===== config.mk =====
export PLATFORM = sky130hd
export DESIGN_NAME = port_a_io
export DESIGN_NICKNAME = d
export VERILOG_FILES = /design/src/shared/port_pin_reg_pkg.sv /design/src/level_sync.sv /design/src/port_bit_mux.sv /design/src/port_a_io.sv
export SDC_FILE = /design/constraint.sdc
export NUM_CORES = 1
export LEC_CHECK = 0
export BUFFER_PORTS_ARGS = -buffer_cell sky130_fd_sc_hd__buf_4
export CAP_MARGIN = 20
export CORE_MARGIN = 2
export CORE_UTILIZATION = 35
export CTS_BUF_LIST = sky130_fd_sc_hd__clkbuf_2 sky130_fd_sc_hd__clkbuf_4 sky130_fd_sc_hd__clkbuf_8
export CTS_CLUSTER_SIZE = 14
export DETAILED_ROUTE_END_ITERATION = 8
export HOLD_SLACK_MARGIN = 0.06
export SETUP_SLACK_MARGIN = 0.15
export SYNTH_ARGS = -nofsm -noshare
export SYNTH_HDL_FRONTEND = slang
export SYNTH_HIERARCHICAL = 1
export SYNTH_SLANG_ARGS = --single-unit

===== constraint.sdc =====
create_clock -name clk_sys -period 1.3 [get_ports clk_sys]
set_clock_uncertainty 0.15 [all_clocks]
set_input_delay 0.13 -clock clk_sys [delete_from_list [all_inputs] [get_ports clk_sys]]
set_output_delay 0.13 -clock clk_sys [all_outputs]
set_load 0.1 [all_outputs]

===== src/shared/port_pin_reg_pkg.sv =====
// constants for the eight-bit general-purpose port
package port_pin_reg_pkg;
  localparam int PORT_W = 8;
  localparam logic [7:0] DIR_RESET = 8'hFF;
  localparam logic [7:0] LAT_RESET = 8'h00;
  // adc pin-config field: selected pins are analog after reset
  localparam logic [3:0] ADC_CFG_RESET = 4'h0;
  localparam logic [3:0] ADC_CFG_ALL_DIGITAL = 4'hF;
  // comparator mode code that turns the comparators off
  localparam logic [2:0] CMP_MODE_OFF = 3'h7;
  localparam logic [2:0] CMP_MODE_RESET = 3'h7;
  // oscillator mode codes
  localparam logic [3:0] OSC_LP = 4'h0;
  localparam logic [3:0] OSC_XT = 4'h1;
  localparam logic [3:0] OSC_HS = 4'h2;
  localparam logic [3:0] OSC_RC = 4'h3;
  localparam logic [3:0] OSC_EC = 4'h4;
  localparam logic [3:0] OSC_EC_IO = 4'h5;
  localparam logic [3:0] OSC_HSPLL = 4'h6;
  localparam logic [3:0] OSC_RC_IO = 4'h7;
  localparam logic [3:0] OSC_INT_IO2 = 4'h8;
  localparam logic [3:0] OSC_INT_IO1 = 4'h9;
  // pin numbers
  localparam int PIN_VREF_OUT = 2;
  localparam int PIN_CMP_ONE = 4;
  localparam int PIN_CMP_TWO = 5;
  localparam int PIN_OSC_OUT = 6;
  localparam int PIN_OSC_IN = 7;
  localparam int SYNC_STAGES = 2;
endpackage


===== src/level_sync.sv =====
// two-stage synchroniser for one pin level
`timescale 1ns/1ps
module level_sync (
  // clock and reset
  input wire logic clk_sys,
  input wire logic rst_n,
  // level
  input wire logic async_in,
  output logic sync_out
);
  logic meta_q;
  logic meta_d;
  logic sync_q;
  logic sync_d;

  always_comb begin
    meta_d = async_in;
    sync_d = meta_q;
  end

  always_ff @(posedge clk_sys) begin
    if (!rst_n) begin
      meta_q <= 1'b0;
      sync_q <= 1'b0;
    end else begin
      meta_q <= meta_d;
      sync_q <= sync_d;
    end
  end

  assign sync_out = sync_q;
endmodule


===== src/port_bit_mux.sv =====
// per-pin drive and read-back selection
`timescale 1ns/1ps
module port_bit_mux (
  // pin controls
  input wire logic dir_in,
  input wire logic latch_in,
  input wire logic pin_level,
  // overrides
  input wire logic analog_sel,
  input wire logic periph_drive,
  input wire logic periph_data,
  input wire logic pin_off,
  // results
  output logic drive_en,
  output logic drive_val,
  output logic read_val
);
  always_comb begin
    // analog selection does not stop the digital driver
    drive_en = !pin_off && (periph_drive || !dir_in);
    drive_val = periph_drive ? periph_data : latch_in;
    read_val = (pin_off || analog_sel) ? 1'b0 : pin_level;
  end
endmodule


===== src/port_a_io.sv =====
// eight-bit bidirectional general-purpose port with shared pins
// Overview of operation
// - direction 1 tri-states pin, 0 drives latch
// - pin register reads pins, writes the latch
// - latch register reads back latched output values
// - pins 6,7 read zero unless oscillator allows
// - adc config selects analog on pins 0-3,5
// - analog-selected pin reads as zero
// - direction 0 drives latch even when analog
// - reset: pins 0-3,5 analog, pin 4 input
// - reference output disables pin 2 digital io
// - enabled peripheral takes over shared pin
// - comparator outputs override latch on pins 4,5
// - pin 6 port only in three io modes
`timescale 1ns/1ps
module port_a_io (
  // clock and reset
  input wire logic clk_sys,
  input wire logic rst_n,
  // software access to the port registers
  input wire logic dir_wr,
  input wire logic pin_wr,
  input wire logic latch_wr,
  input wire logic [7:0] wr_data,
  output logic [7:0] port_direction_reg,
  output logic [7:0] port_pin_reg,
  output logic [7:0] port_output_latch,
  // configuration
  input wire logic adc_cfg_wr,
  input wire logic [3:0] adc_pin_config_reg,
  input wire logic [2:0] cmp_mode,
  input wire logic cmp_one_out_en,
  input wire logic cmp_two_out_en,
  input wire logic comparator_one_out,
  input wire logic comparator_two_out,
  input wire logic comparator_ref_out_en,
  input wire logic [3:0] osc_mode,
  // board pins
  input wire logic [7:0] pin_in,
  output logic [7:0] pin_out,
  output logic [7:0] pin_oe,
  // alternate function status
  output logic [4:0] analog_sel_out,
  output logic timer_ext_clock_in,
  output logic cmp_inputs_active
);
  logic [7:0] dir_q;
  logic [7:0] dir_d;
  logic [7:0] lat_q;
  logic [7:0] lat_d;
  logic [3:0] adc_q;
  logic [3:0] adc_d;
  logic [7:0] pin_sync;
  logic [7:0] drive_en;
  logic [7:0] drive_val;
  logic [7:0] read_val;
  logic [7:0] analog_sel;
  logic [7:0] periph_drive;
  logic [7:0] periph_data;
  logic [7:0] pin_off;
  logic [7:0] bit_ok;
  logic pin6_ok;
  logic pin7_ok;
  logic [7:0] oe_q;
  logic [7:0] oe_d;
  logic [7:0] out_q;
  logic [7:0] out_d;
  logic [7:0] rd_pin_q;
  logic [7:0] rd_pin_d;
  logic [7:0] rd_dir_q;
  logic [7:0] rd_dir_d;
  logic [7:0] rd_lat_q;
  logic [7:0] rd_lat_d;
  logic [4:0] ana_q;
  logic [4:0] ana_d;
  logic tck_q;
  logic tck_d;
  logic cmp_q;
  logic cmp_d;

  // oscillator decides which of the top two pins are port pins;
  // the oscillator input pin stays a port pin only with an internal clock
  always_comb begin
    pin6_ok = 1'b0;
    pin7_ok = 1'b0;
    case (osc_mode)
      port_pin_reg_pkg::OSC_LP: begin
        pin6_ok = 1'b0;
        pin7_ok = 1'b0;
      end
      port_pin_reg_pkg::OSC_XT: begin
        pin6_ok = 1'b0;
        pin7_ok = 1'b0;
      end
      port_pin_reg_pkg::OSC_HS: begin
        pin6_ok = 1'b0;
        pin7_ok = 1'b0;
      end
      port_pin_reg_pkg::OSC_RC: begin
        pin6_ok = 1'b0;
        pin7_ok = 1'b0;
      end
      port_pin_reg_pkg::OSC_EC: begin
        pin6_ok = 1'b0;
        pin7_ok = 1'b0;
      end
      port_pin_reg_pkg::OSC_EC_IO: begin
        pin6_ok = 1'b1;
        pin7_ok = 1'b0;
      end
      port_pin_reg_pkg::OSC_HSPLL: begin
        pin6_ok = 1'b0;
        pin7_ok = 1'b0;
      end
      port_pin_reg_pkg::OSC_RC_IO: begin
        pin6_ok = 1'b1;
        pin7_ok = 1'b0;
      end
      port_pin_reg_pkg::OSC_INT_IO2: begin
        pin6_ok = 1'b1;
        pin7_ok = 1'b1;
      end
      port_pin_reg_pkg::OSC_INT_IO1: begin
        pin6_ok = 1'b0;
        pin7_ok = 1'b1;
      end
      default: begin
        // unused codes leave both pins to the oscillator
        pin6_ok = 1'b0;
        pin7_ok = 1'b0;
      end
    endcase
    bit_ok = {pin7_ok, pin6_ok, 6'h3F};
  end

  // direction register
  always_comb begin
    dir_d = dir_q;
    if (dir_wr) begin
      dir_d = wr_data;
    end
  end

  always_ff @(posedge clk_sys) begin
    if (!rst_n) begin
      dir_q <= port_pin_reg_pkg::DIR_RESET;
    end else begin
      dir_q <= dir_d;
    end
  end

  // output latch: a pin-register write lands here as well
  always_comb begin
    lat_d = lat_q;
    if (pin_wr || latch_wr) begin
      lat_d = wr_data;
    end
  end

  always_ff @(posedge clk_sys) begin
    if (!rst_n) begin
      lat_q <= port_pin_reg_pkg::LAT_RESET;
    end else begin
      lat_q <= lat_d;
    end
  end

  // analog pin configuration
  always_comb begin
    adc_d = adc_q;
    if (adc_cfg_wr) begin
      adc_d = adc_pin_config_reg;
    end
  end

  always_ff @(posedge clk_sys) begin
    if (!rst_n) begin
      adc_q <= port_pin_reg_pkg::ADC_CFG_RESET;
    end else begin
      adc_q <= adc_d;
    end
  end

  // analog selection: config below all-digital makes pins analog;
  // a larger code frees more pins, pin 5 goes first
  always_comb begin
    analog_sel = 8'h00;
    // codes up to 9 keep all five pins analog
    case (adc_q)
      4'hA: begin
        analog_sel[3:0] = 4'hF;
      end
      4'hB: begin
        analog_sel[3:0] = 4'hF;
      end
      4'hC: begin
        analog_sel[2:0] = 3'h7;
      end
      4'hD: begin
        analog_sel[1:0] = 2'h3;
      end
      4'hE: begin
        analog_sel[0] = 1'b1;
      end
      4'hF: begin
        analog_sel = 8'h00;
      end
      default: begin
        analog_sel[3:0] = 4'hF;
        analog_sel[5] = 1'b1;
      end
    endcase
    // comparators in use keep pins 0-3 analog for digital reads
    if (cmp_mode != port_pin_reg_pkg::CMP_MODE_OFF) begin
      analog_sel[3:0] = 4'hF;
    end
    periph_drive = 8'h00;
    periph_data = 8'h00;
    periph_drive[port_pin_reg_pkg::PIN_CMP_ONE] = cmp_one_out_en;
    periph_data[port_pin_reg_pkg::PIN_CMP_ONE] = comparator_one_out;
    periph_drive[port_pin_reg_pkg::PIN_CMP_TWO] = cmp_two_out_en;
    periph_data[port_pin_reg_pkg::PIN_CMP_TWO] = comparator_two_out;
    pin_off = ~bit_ok;
    pin_off[port_pin_reg_pkg::PIN_VREF_OUT] = comparator_ref_out_en;
  end

  genvar gi;
  generate
    for (gi = 0; gi < port_pin_reg_pkg::PORT_W; gi++) begin : g_bit
      level_sync u_sync (
        .clk_sys(clk_sys),
        .rst_n(rst_n),
        .async_in(pin_in[gi]),
        .sync_out(pin_sync[gi])
      );
      port_bit_mux u_mux (
        .dir_in(dir_q[gi]),
        .latch_in(lat_q[gi]),
        .pin_level(pin_sync[gi]),
        .analog_sel(analog_sel[gi]),
        .periph_drive(periph_drive[gi]),
        .periph_data(periph_data[gi]),
        .pin_off(pin_off[gi]),
        .drive_en(drive_en[gi]),
        .drive_val(drive_val[gi]),
        .read_val(read_val[gi])
      );
    end
  endgenerate

  // registered pin drive
  always_comb begin
    oe_d = drive_en;
    out_d = drive_val & drive_en;
  end

  always_ff @(posedge clk_sys) begin
    if (!rst_n) begin
      oe_q <= 8'h00;
      out_q <= 8'h00;
    end else begin
      oe_q <= oe_d;
      out_q <= out_d;
    end
  end

  // registered read-back values
  always_comb begin
    rd_pin_d = read_val & bit_ok;
    rd_dir_d = dir_q & bit_ok;
    rd_lat_d = lat_q & bit_ok;
  end

  always_ff @(posedge clk_sys) begin
    if (!rst_n) begin
      rd_pin_q <= 8'h00;
      rd_dir_q <= 8'h00;
      rd_lat_q <= 8'h00;
    end else begin
      rd_pin_q <= rd_pin_d;
      rd_dir_q <= rd_dir_d;
      rd_lat_q <= rd_lat_d;
    end
  end

  // registered alternate function status
  always_comb begin
    ana_d = {analog_sel[5], analog_sel[3:0]};
    // timer clock input sees the digital level of pin 4
    tck_d = pin_sync[port_pin_reg_pkg::PIN_CMP_ONE];
    cmp_d = cmp_mode != port_pin_reg_pkg::CMP_MODE_OFF;
  end

  always_ff @(posedge clk_sys) begin
    if (!rst_n) begin
      ana_q <= 5'h1F;
      tck_q <= 1'b0;
      cmp_q <= 1'b0;
    end else begin
      ana_q <= ana_d;
      tck_q <= tck_d;
      cmp_q <= cmp_d;
    end
  end

  assign pin_oe = oe_q;
  assign pin_out = out_q;
  assign port_pin_reg = rd_pin_q;
  assign port_direction_reg = rd_dir_q;
  assign port_output_latch = rd_lat_q;
  assign analog_sel_out = ana_q;
  assign timer_ext_clock_in = tck_q;
  assign cmp_inputs_active = cmp_q;
endmodule


==> qor.yml <==
run_status:
  violations: "negative hold slack"
  status: "complete, but fails checks"
clock_network:
  cts_htree_levels: 3
  cts_max_path_buffers: 2
  cts_root_buffer: "clkbuf_8"
  clock-sinks: 83
  numCtsBuffers: 9
  path_clk_slew_ps: 80
  clk_latency_ps: 350
  hold_buffers: 27
  cts_tree: "built"
synthesis:
  synth_cell_types: 25
  syn_avg_cell_area_um2: 11.01
  synth_edf_count: 0
  yosysWarnings: 6
  synth_top_area_share_pct: 59.21
  ys_ff_latch: 83
  yosysMostFrequentCell: "dfxtp_1"
  syn-instance-count: 255
  synth_area_leader_cell: "dfxtp_1"
  ys_top_cells_by_count: "dfxtp_1 (83), and2_1 (44), and3_1 (13)"
  synth.area.top_cells: "dfxtp_1 (59%), and2_1 (9.8%), mux2i_1 (4.3%)"
  syn_area_um2: 2806
  async_flop_share_pct: 0
  ys.flop_type: "dfxtp_1"
  ys_seq_area_share_pct: 59.21
detailed_routing:
  routed_wire_length_per_instance_um: 12.87
  routed_wl_um: 6666
  routed_via_density: 4.340
  drt_iter0_markers: 35
  drc: 0
  via_count: 2248
  ant_nets: 0
  dr.pass1.iters: 4
placement:
  gp_congestion: 0.8177
  port_buffers: 84
  dpl_worst_slack_ps: -177.3
  hpwl_um: 3929
grt:
  grt_first_pass_wirelength_um: 10860
  antenna_found_initial: 0
  grt_overflow: 0
  globalRouteTotalUtil_pct: 16.39
  grt_util_met1_pct: 18.67
  use_met3_pct: 4.996
  busiest_layer: "met2"
  grt_max_degree: 36
  grt_pass1_vias: 2280
  use_met2_pct: 27.94
timing:
  period_minus_slack_ps: 1188
  rsz0062_at_grt: "true"
  timing.fmax_mhz: 841.9
  fin_tns_setup_ps: 0
  fin_crit_sh_pct: 91.37
  finalWorstSetupSlack_ps: 112.2
  hold_viol_final: 4
  fin_hold_ws_ps: -22.22
  report.final.slew_viol_count: 0
  setup_viol: 0
cells_and_area:
  drive_gt1_share_pct: 44.23
  num-nets-final: 449
  diodes: 0
  area_growth_pct: 76.28
  fill_cells: 610
worst_hold_path:
  hold_path.class: "in2reg"
die:
  initial_utilization_pct: 36.13
  row_count: 32
  die_h_um: 93.55
  coreArea_um2: 7767
  dieArea_um2: 8751
  die_x_um: 93.55
  io_pins: 85
power_and_ir_drop:
  power.density_nw_per_um2: 1151
  power.leakage_nw: 2.153
  power_w: 0.005696
  vdd_ir_drop_max_mv: 0.7589
setup_path:
  critPathRequiredTime_ps: 1440
  endpoint_kind: "register"
  start_kind: "register"
  critPathMaxFanout: 4
  arrival_ps: 1320
  critPathKind: "reg2reg"
run:
  max-cap-violations: 0
==> cell usage in the layout (no fill, tap or decap), types with 2 or more instances in the layout <==
cell / count
nand3_1: 2
buf_6: 2
nor3b_2: 4
buf_12: 48
mux2_4: 8
o21ai_0: 8
dfxtp_1: 33
buf_4: 50
dfxtp_2: 48
and3_1: 12
a21boi_0: 5
clkinv_2: 2
nor3b_1: 5
nand2_1: 12
and2_1: 43
a21boi_1: 3
conb_1: 31
nand4_1: 3
inv_1: 9
a21oi_1: 10
nor2b_1: 5
or3b_1: 8
clkbuf_8: 9
dfxtp_4: 2
bufinv_16: 2
mux2i_1: 12
dlygate4sd3_1: 26
clkbuf_4: 2
==> power by group <==
group	total [W]	switching, W	internal (W)
sequential	0.00273	0.0000744	0.00266
clock	0.00199	0.000872	0.00112
combinational	0.000975	0.000528	0.000447
==> worst max-delay path, cell delays in order, from the launching register on <==
cell,delay (ps)
dfxtp_4,370
and3_4,200
nand3_2,80
nor3b_2,190
and2_1,140
==> area by class of cell <==
type / instances / area, um2 / share of cell area (%)
clock buffers: 11 / 138.9 / 2.807
clock inverters: 5 / 77.57 / 1.568
inverters: 9 / 33.78 / 0.6829
multi-input cells: 181 / 1209 / 24.43
flip-flops and latches: 83 / 1729 / 34.95
well taps: 102 / 127.6 / 2.580
repair buffers: 127 / 1632 / 32.98
==> stage by stage <==
stage | instances | utilization [%] | hold WS (ps) | instance area (um2)
6_report | 518 | 63.69 | -22.22 | 4947
4_1_cts | 517 | 63.19 | -36.70 | 4908
3_5_place_dp | 471 | 48.90 | 184.7 | 3799
5_1_grt | 518 | 63.69 | -14.08 | 4947
2_1_floorplan | 285 | - | 101.7 | 2995
3_3_place_gp | 471 | 48.90 | 180.6 | 3799
==> cells by family after synthesis <==
| group | Yosys count | synth area share (%) |
|---|---|---|
| other | 1 | 0.1336 |
| multiplexers | 20 | 8.560 |
| AND/OR/NAND/NOR | 99 | 22.29 |
| buffers and inverters | 21 | 3.255 |
| AO/OA/AOI/OAI | 31 | 6.553 |
| flip-flops | 83 | 59.21 |
==> final timing paths <==
check             cells past startpoint  slack, ps                  endpoint                   start
hold reg to reg                       1        290  g_bit[6].u_sync/sync_out  g_bit[6].u_sync/meta_q
hold / removal                        2        -20                  dir_q[2]                   rst_n
setup reg to reg                      4        110           port_pin_reg[0]                adc_q[3]
setup / recovery                      4        110           port_pin_reg[0]                adc_q[3]
==> routing by layer <==
metal,vias to the layer above,part of all wire (%)
met3,14,4.7
met2,56,51
met4,0,2.5
li1,1125,-
met1,1053,42
met5,-,0
==> timing repair <==
item                       in CTS  in global routing
hold endpoints to repair       46                 13
pin swaps                       1                  5
buffers inserted                3                  1
setup endpoints to repair      50                 56
gates resized for setup       146                  9
(Power assumes the default switching activity.)
